===== config.mk =====
export PLATFORM = sky130hd
export DESIGN_NAME = ioxh_ctrl
export DESIGN_NICKNAME = d
export VERILOG_FILES = /design/src/hdl/ioxh_pkg.sv /design/src/hdl/ioxh_ctrl.sv
export SDC_FILE = /design/constraint.sdc
export NUM_CORES = 1
export LEC_CHECK = 0
export BUFFER_PORTS_ARGS = -buffer_cell sky130_fd_sc_hd__buf_2
export CAP_MARGIN = 0
export CORE_MARGIN = 4
export CORE_UTILIZATION = 65
export CTS_CLUSTER_DIAMETER = 50
export DETAILED_ROUTE_END_ITERATION = 7
export HOLD_SLACK_MARGIN = 0.12
export PLACE_DENSITY = 0.95
export SETUP_SLACK_MARGIN = 0.2
export SYNTH_ARGS = -nofsm -noshare
export SYNTH_HDL_FRONTEND = slang
export SYNTH_SLANG_ARGS = --single-unit

===== constraint.sdc =====
create_clock -name clk -period 7.2 [get_ports clk]
set_input_delay 1.44 -clock clk [delete_from_list [all_inputs] [get_ports clk]]
set_output_delay 1.44 -clock clk [all_outputs]
set_load 0.01 [all_outputs]

===== src/hdl/ioxh_pkg.sv =====
package ioxh_pkg;
  // clock and link timing
  localparam int CLK_NS = 8;
  localparam int QTR_NS = 650;
  localparam int QTR_CYC = (QTR_NS + CLK_NS - 1) / CLK_NS;
  localparam logic [6:0] QTR_LOAD = 7'(QTR_CYC - 1);
  // device address: fixed upper bits, pin bit, fixed low bit
  localparam logic [4:0] ADDR_HI = 5'h16;
  localparam logic ADDR_LO = 1'b0;
  localparam logic DIR_WR = 1'b0;
  localparam logic DIR_RD = 1'b1;
  // command codes of the device
  localparam logic [7:0] CMD_IN_A = 8'h00;
  localparam logic [7:0] CMD_IN_B = 8'h01;
  localparam logic [7:0] CMD_OUT_A = 8'h02;
  localparam logic [7:0] CMD_OUT_B = 8'h03;
  localparam logic [7:0] CMD_DIR_A = 8'h04;
  localparam logic [7:0] CMD_DIR_B = 8'h05;
  localparam logic [7:0] CMD_MASK_A = 8'h06;
  localparam logic [7:0] CMD_MASK_B = 8'h07;
  localparam logic [7:0] DIR_KEEP = 8'hF0;
  // own register map
  localparam logic [3:0] REG_CTRL = 4'h0;
  localparam logic [3:0] REG_CMD = 4'h1;
  localparam logic [3:0] REG_WDATA = 4'h2;
  localparam logic [3:0] REG_STAT = 4'h3;
  localparam logic [3:0] REG_RDATA = 4'h4;
  localparam int CTRL_GO = 0;
  localparam int CTRL_RNW = 1;
  localparam int CTRL_ASEL = 2;
  localparam int CTRL_RST = 3;
  localparam int STAT_BUSY = 0;
  localparam int STAT_NACK = 1;
  localparam int STAT_ALERT = 2;
  localparam int STAT_DONE = 3;
  // byte steps of a transaction
  localparam logic [2:0] STEP_ADDRW = 3'h0;
  localparam logic [2:0] STEP_CMD = 3'h1;
  localparam logic [2:0] STEP_DATA = 3'h2;
  localparam logic [2:0] STEP_ADDRR = 3'h3;
  localparam logic [2:0] STEP_READ = 3'h4;
  localparam logic [3:0] ACK_BIT = 4'h8;
  typedef enum logic [3:0] {
    ST_IDLE = 4'h1,
    ST_START = 4'h2,
    ST_BIT = 4'h4,
    ST_STOP = 4'h8
  } ioxh_state_type;
endpackage


===== src/hdl/ioxh_ctrl.sv =====
// Strobed register access and the address map were chosen for this implementation.
`timescale 1ns/1ps
`default_nettype none
module ioxh_ctrl import ioxh_pkg::*; (
  input wire logic clk,
  input wire logic rst_n,
  input wire logic [3:0] regAddr,
  input wire logic [7:0] regWrData,
  input wire logic regWr,
  input wire logic regRd,
  output logic [7:0] regRdData,
  output logic scl,
  input wire logic sdaIn,
  output logic sdaOut,
  output logic sdaOeN,
  input wire logic changeAlertN,
  output logic busResetN
);
  ioxh_state_type stateReg, stateNext;
  logic [6:0] qtrReg, qtrNext;
  logic tick;
  logic [1:0] phReg, phNext;
  logic [3:0] bitReg, bitNext;
  logic [2:0] stepReg, stepNext;
  logic [7:0] shReg, shNext;
  logic ackReg, ackNext;
  logic sclReg, sclNext;
  logic oeNReg, oeNNext;
  logic rnwReg, rnwNext;
  logic aselReg, aselNext;
  logic busRstNReg, busRstNNext;
  logic [7:0] cmdReg, cmdNext;
  logic [7:0] wdReg, wdNext;
  logic [7:0] rxReg, rxNext;
  logic nackReg, nackNext;
  logic doneReg, doneNext;
  logic [7:0] rdReg, rdNext;
  logic sdaOutReg;
  logic sdaMeta, sdaSync, alertMeta, alertSync;
  logic rx, dirCmd;

  // pin inputs: two flops before any use
  always_ff @(posedge clk or negedge rst_n) begin
    if (!rst_n) begin
      sdaMeta <= 1'b1;
      sdaSync <= 1'b1;
      alertMeta <= 1'b1;
      alertSync <= 1'b1;
    end else begin
      sdaMeta <= sdaIn;
      sdaSync <= sdaMeta;
      alertMeta <= changeAlertN;
      alertSync <= alertMeta;
    end
  end

  // quarter-bit timer; held loaded while idle
  always_comb begin
    tick = 1'b0;
    qtrNext = qtrReg - 7'h01;
    if (stateReg == ST_IDLE) begin
      qtrNext = QTR_LOAD;
    end else if (qtrReg == 7'h00) begin
      tick = 1'b1;
      qtrNext = QTR_LOAD;
    end
  end

  always_ff @(posedge clk or negedge rst_n) begin
    if (!rst_n) begin
      qtrReg <= QTR_LOAD;
    end else begin
      qtrReg <= qtrNext;
    end
  end

  assign rx = (stepReg == STEP_READ);
  assign dirCmd = (cmdReg == CMD_DIR_A) || (cmdReg == CMD_DIR_B);

  function automatic logic [7:0] byteOf(input logic [2:0] s);
    logic [7:0] b;
    b = 8'h00;
    case (s)
      STEP_ADDRW: b = {ADDR_HI, aselReg, ADDR_LO, DIR_WR};
      STEP_ADDRR: b = {ADDR_HI, aselReg, ADDR_LO, DIR_RD};
      STEP_CMD: b = cmdReg;
      STEP_DATA: b = dirCmd ? (wdReg & DIR_KEEP) : wdReg;
      default: b = 8'h00;
    endcase
    return b;
  endfunction

  always_comb begin
    stateNext = stateReg;
    phNext = phReg;
    bitNext = bitReg;
    stepNext = stepReg;
    shNext = shReg;
    ackNext = ackReg;
    sclNext = sclReg;
    oeNNext = oeNReg;
    rnwNext = rnwReg;
    aselNext = aselReg;
    busRstNNext = busRstNReg;
    cmdNext = cmdReg;
    wdNext = wdReg;
    rxNext = rxReg;
    nackNext = nackReg;
    doneNext = doneReg;
    rdNext = 8'h00;
    if (regRd) begin
      case (regAddr)
        REG_CTRL: begin
          rdNext[CTRL_RNW] = rnwReg;
          rdNext[CTRL_ASEL] = aselReg;
          rdNext[CTRL_RST] = !busRstNReg;
        end
        REG_CMD: rdNext = cmdReg;
        REG_WDATA: rdNext = wdReg;
        REG_STAT: begin
          rdNext[STAT_BUSY] = (stateReg != ST_IDLE);
          rdNext[STAT_NACK] = nackReg;
          rdNext[STAT_ALERT] = !alertSync;
          rdNext[STAT_DONE] = doneReg;
        end
        REG_RDATA: rdNext = rxReg;
        default: rdNext = 8'h00;
      endcase
    end
    if (regWr) begin
      case (regAddr)
        REG_CTRL: begin
          rnwNext = regWrData[CTRL_RNW];
          aselNext = regWrData[CTRL_ASEL];
          busRstNNext = !regWrData[CTRL_RST];
          // a go while busy or while holding reset is dropped
          if (regWrData[CTRL_GO] && !regWrData[CTRL_RST] &&
              stateReg == ST_IDLE && busRstNReg) begin
            stateNext = ST_START;
            stepNext = STEP_ADDRW;
            phNext = 2'h0;
            nackNext = 1'b0;
            doneNext = 1'b0;
          end
        end
        REG_CMD: cmdNext = regWrData;
        REG_WDATA: wdNext = regWrData;
        default: ;
      endcase
    end
    if (!busRstNReg) begin
      // device interface is being cleared: abandon and release lines
      stateNext = ST_IDLE;
      sclNext = 1'b1;
      oeNNext = 1'b1;
    end else if (tick) begin
      phNext = phReg + 2'h1;
      unique case (stateReg)
        ST_START: begin
          case (phReg)
            2'h0: oeNNext = 1'b1;
            2'h1: sclNext = 1'b1;
            2'h2: oeNNext = 1'b0;
            default: begin
              sclNext = 1'b0;
              stateNext = ST_BIT;
              bitNext = 4'h0;
              shNext = byteOf(stepReg);
            end
          endcase
        end
        ST_BIT: begin
          case (phReg)
            // data set a quarter after clock fell, never while high
            2'h0: oeNNext = bitReg == ACK_BIT || rx || shReg[7];
            2'h1: sclNext = 1'b1;
            2'h2: begin
              if (bitReg == ACK_BIT) begin
                ackNext = sdaSync;
              end else if (rx) begin
                shNext = {shReg[6:0], sdaSync};
              end
            end
            default: begin
              sclNext = 1'b0;
              if (bitReg != ACK_BIT) begin
                bitNext = bitReg + 4'h1;
                if (!rx) begin
                  shNext = {shReg[6:0], 1'b0};
                end
              end else if (!rx && ackReg) begin
                nackNext = 1'b1;
                stateNext = ST_STOP;
              end else begin
                bitNext = 4'h0;
                case (stepReg)
                  STEP_ADDRW: begin
                    stepNext = STEP_CMD;
                    shNext = byteOf(STEP_CMD);
                  end
                  STEP_CMD: begin
                    if (rnwReg) begin
                      stepNext = STEP_ADDRR;
                      stateNext = ST_START;
                    end else begin
                      stepNext = STEP_DATA;
                      shNext = byteOf(STEP_DATA);
                    end
                  end
                  STEP_ADDRR: stepNext = STEP_READ;
                  default: begin
                    // single byte read ends with no-ack then stop
                    if (rx) begin
                      rxNext = shReg;
                    end
                    stateNext = ST_STOP;
                  end
                endcase
              end
            end
          endcase
        end
        ST_STOP: begin
          case (phReg)
            2'h0: oeNNext = 1'b0;
            2'h1: sclNext = 1'b1;
            2'h2: oeNNext = 1'b1;
            default: begin
              stateNext = ST_IDLE;
              doneNext = 1'b1;
            end
          endcase
        end
        default: ;
      endcase
    end
  end

  always_ff @(posedge clk or negedge rst_n) begin
    if (!rst_n) begin
      stateReg <= ST_IDLE;
      phReg <= 2'h0;
      bitReg <= 4'h0;
      stepReg <= STEP_ADDRW;
      shReg <= 8'h00;
      ackReg <= 1'b1;
      sclReg <= 1'b1;
      oeNReg <= 1'b1;
      rnwReg <= 1'b0;
      aselReg <= 1'b0;
      busRstNReg <= 1'b1;
      cmdReg <= 8'h00;
      wdReg <= 8'h00;
      rxReg <= 8'h00;
      nackReg <= 1'b0;
      doneReg <= 1'b0;
      rdReg <= 8'h00;
      sdaOutReg <= 1'b0;
    end else begin
      stateReg <= stateNext;
      phReg <= phNext;
      bitReg <= bitNext;
      stepReg <= stepNext;
      shReg <= shNext;
      ackReg <= ackNext;
      sclReg <= sclNext;
      oeNReg <= oeNNext;
      rnwReg <= rnwNext;
      aselReg <= aselNext;
      busRstNReg <= busRstNNext;
      cmdReg <= cmdNext;
      wdReg <= wdNext;
      rxReg <= rxNext;
      nackReg <= nackNext;
      doneReg <= doneNext;
      rdReg <= rdNext;
      sdaOutReg <= 1'b0;
    end
  end

  assign regRdData = rdReg;
  assign scl = sclReg;
  assign sdaOut = sdaOutReg;
  assign sdaOeN = oeNReg;
  assign busResetN = busRstNReg;
endmodule
`default_nettype wire


==> results.sh <==
export IMPL_synth_top_cells_by_area="dfrtp_1 39%, mux2_2 8.4%, dfstp_2 8.1%, nand2_1 3.2%, o21ai_0 3.1%"
export IMPL_die_w_um=85.2
export IMPL_synth_compound_area_share_pct=16.4
export IMPL_fin_crit_ns=3.05
export IMPL_drt_antenna_violating_nets=0
export IMPL_rr_worst_depth=5
export IMPL_postCtsSetupBuffers=0
export IMPL_wirelength_um=10400
export IMPL_timing_final_crit_share_pct=42.4
export IMPL_crit_arrival_ns=3.30
export IMPL_start_util_pct=68.6
export IMPL_avgSynthCellArea_um2=10.6
export IMPL_fmax_mhz=328
export IMPL_cts_buffer_depth=2
export IMPL_multi_input_area_um2=1890
export IMPL_final_util_pct=74.6
export IMPL_synth_warnings=0
export IMPL_finalSetupViolCount=0
export IMPL_die_y_um=85.2
export IMPL_yosys_area_top_type="dfrtp_1"
export IMPL_critPathMaxFanout=12
export IMPL_area_growth_pct=8.73
export IMPL_relSlewSlack_pct=38.6
export IMPL_rsz0062_at_grt="no"
export IMPL_synth_seq_cells=72
export IMPL_worstMarginPinSlew_ns=0.908
export IMPL_synth_nets=390
export IMPL_hold_ws_ns=0.361
export IMPL_status="finished, violations left"
export IMPL_die_area_um2=7250
export IMPL_synth_edff_count=0
export IMPL_grt_usage_pct=29.8
export IMPL_ys_async_sr_fraction_pct=100
export IMPL_violations="design-rule violations"
export IMPL_rrSetupSlack_ns=4.79
export IMPL_finalClockSkew_ns=0.0136
export IMPL_grt_pass1_wl_um=16800
export IMPL_nFillCells=339
export IMPL_crit_chain="buf_2, nor2_1, nand2_1, nor2_1, nand2_1, mux2_2"
export IMPL_grt_start_max_net_pins=73
export IMPL_grt_overflow=0
export IMPL_wire_per_inst_um=22.6
export IMPL_reg2reg_to="stepReg[0]"
export IMPL_grt_pass1_vias=3282
export IMPL_hold_class="flop to flop"
export IMPL_cts_resized=0
export IMPL_ys_seq_area_share_pct=46.9
export IMPL_yosysTopAreaCellShare_pct=38.8
export IMPL_end_kind="flop"
export IMPL_cts_tree="yes"
export IMPL_synth_simple_gate_area_share_pct=16.6
export IMPL_crit_path_top_delay_cell="nor2_1"
export IMPL_root_buffer="clkbuf_8"
export IMPL_ios=30
export IMPL_regToRegStartpoint="stateReg[0]"
export IMPL_power_leakage_nw=1.88
export IMPL_synthCells=365
export IMPL_path_clk_slew_ns=0.08
export IMPL_clock_sinks=72
export IMPL_drc=7
export IMPL_fin_tns_setup_ns=0
export IMPL_initialDrtViolationCount=622
export IMPL_ir_worst_vdd_v=0.000165
export IMPL_placementRows=27
export IMPL_crit_end="cmdReg[1]"
export IMPL_synth_top_family_by_area="simple AND/OR/NAND/NOR gates"
export IMPL_required_ns=7.44
export IMPL_power_density_nw_per_um2=219
export IMPL_hold_violations=0
export IMPL_n_antenna_cell=0
export IMPL_ctsHoldBuffers=0
export IMPL_crit_type="input port to flop"
export IMPL_synthXorXnorAreaFrac_pct=1.36
export IMPL_slew_violations=0
export IMPL_startpoint="regAddr[2]"
export IMPL_cts_buffers=9
export IMPL_yosysMostFrequentCell="dfrtp_1"
export IMPL_regArea_um2=1820
export IMPL_viasPerCell=7.22
export IMPL_synthMuxAreaShare_pct=12.1
export IMPL_nNetsFinal=409
export IMPL_place_hpwl_um=6640
export IMPL_port_buffers=28
export IMPL_htree_levels=3
export IMPL_cp_start_kind="input port"
export IMPL_first_pass_iters=8
export IMPL_drv_cap=0
export IMPL_netlist_area_um2=3870
export IMPL_synth_fa_ha_area_share_pct=2.26
export IMPL_antenna_found_initial=0
export IMPL_yosys_cell_types_count=60
export IMPL_via_count=3327
export IMPL_coreArea_um2=5640
export IMPL_layout_drive_gt1_share_pct=27.5
export IMPL_clk_latency_ns=0.37
export IMPL_slowest_delay_ns=0.52
export IMPL_ys_top_cells_by_count="60 x dfrtp_1, 33 x nand2_1, 29 x mux2_2"
export IMPL_synthFlopType="dfrtp_1"
export IMPL_gp_routability_congestion=0.912
report_power, final:
| group | switching, mW | total [mW] | internal, mW |
|---|---|---|---|
| Sequential | 0.0485 | 0.484 | 0.436 |
| Combinational | 0.0575 | 0.103 | 0.0452 |
| Clock | 0.163 | 0.333 | 0.171 |
| Total | 0.269 | 0.920 | 0.651 |
metrics by stage:
stage | worst slack [ns] | power [mW] | instance area (um^2) | instances
after floorplan | 4.28 | 0.538 | 3870 | 365
after global placement | 4.13 | 0.573 | 4010 | 445
after detailed placement | 3.96 | 0.583 | 4010 | 445
after CTS | 4.22 | 0.914 | 4210 | 461
after global routing | 4.01 | 0.950 | 4210 | 461
final | 4.15 | 0.920 | 4210 | 461
worst min-delay path by stage:
stage / slack [ns] / cells past startpoint / end / from
global route: 0.36 / 0 / sdaSync / sdaMeta
detailed placement: 0.35 / 0 / sdaSync / sdaMeta
global placement: 0.35 / 0 / sdaSync / sdaMeta
floorplan: 0.35 / 0 / alertSync / alertMeta
CTS: 0.36 / 0 / sdaSync / sdaMeta
finish: 0.36 / 0 / sdaSync / sdaMeta
sequential cells by signal, indices dropped and copies added, names as in the netlist, 2 cells and up:
| register | count |
|---|---|
| rxReg | 8 |
| regRdData | 8 |
| cmdReg | 8 |
| qtrReg | 7 |
| phReg | 2 |
| shReg | 8 |
| wdReg | 8 |
| stepReg | 3 |
| bitReg | 4 |
| stateReg | 4 |
final cells by class:
class / count / area share (%)
timing repair buffer: 30 / 3.69
clock buffer: 10 / 3.27
inverter: 13 / 1.16
tap: 72 / 2.14
clock inverter: 6 / 1.55
sequential: 72 / 43.2
multi-input combinational: 258 / 45.0
worst max-delay path: cells and delay by family:
family                 cells  cell delay [ns]
buffers and inverters      1             0.17
and+or+nand+nor            4             1.31
muxes                      1             0.38
cells in the final DEF, fill, tap and decap left out, drive strengths merged, types with 9 or more instances in the layout:
cell    count
nand2b      9
inv        15
nor2       20
dfstp      12
mux2       37
dfrtp      60
clkbuf     10
a21oi      16
nand2      33
buf        30
o21ai      24
metal layers:
layer,track usage (%),vias to the layer above,wire length (um)
met5,0,-,0
met4,17.6,0,544
met3,9.32,78,1260
met2,46.8,293,4790
met1,36.1,1570,3800
li1,-,1386,-
kinds of logic after synthesis:
logic type,count (synthesis)
and+or+nand+nor,114
DFF,72
other,1
buffers and inverters,35
adders and majority gates,7
xor gates and xnor gates,6
muxes,39
AOI/OAI and AO/OA,91
No activity file was read; power rests on OpenSTA's default activity.
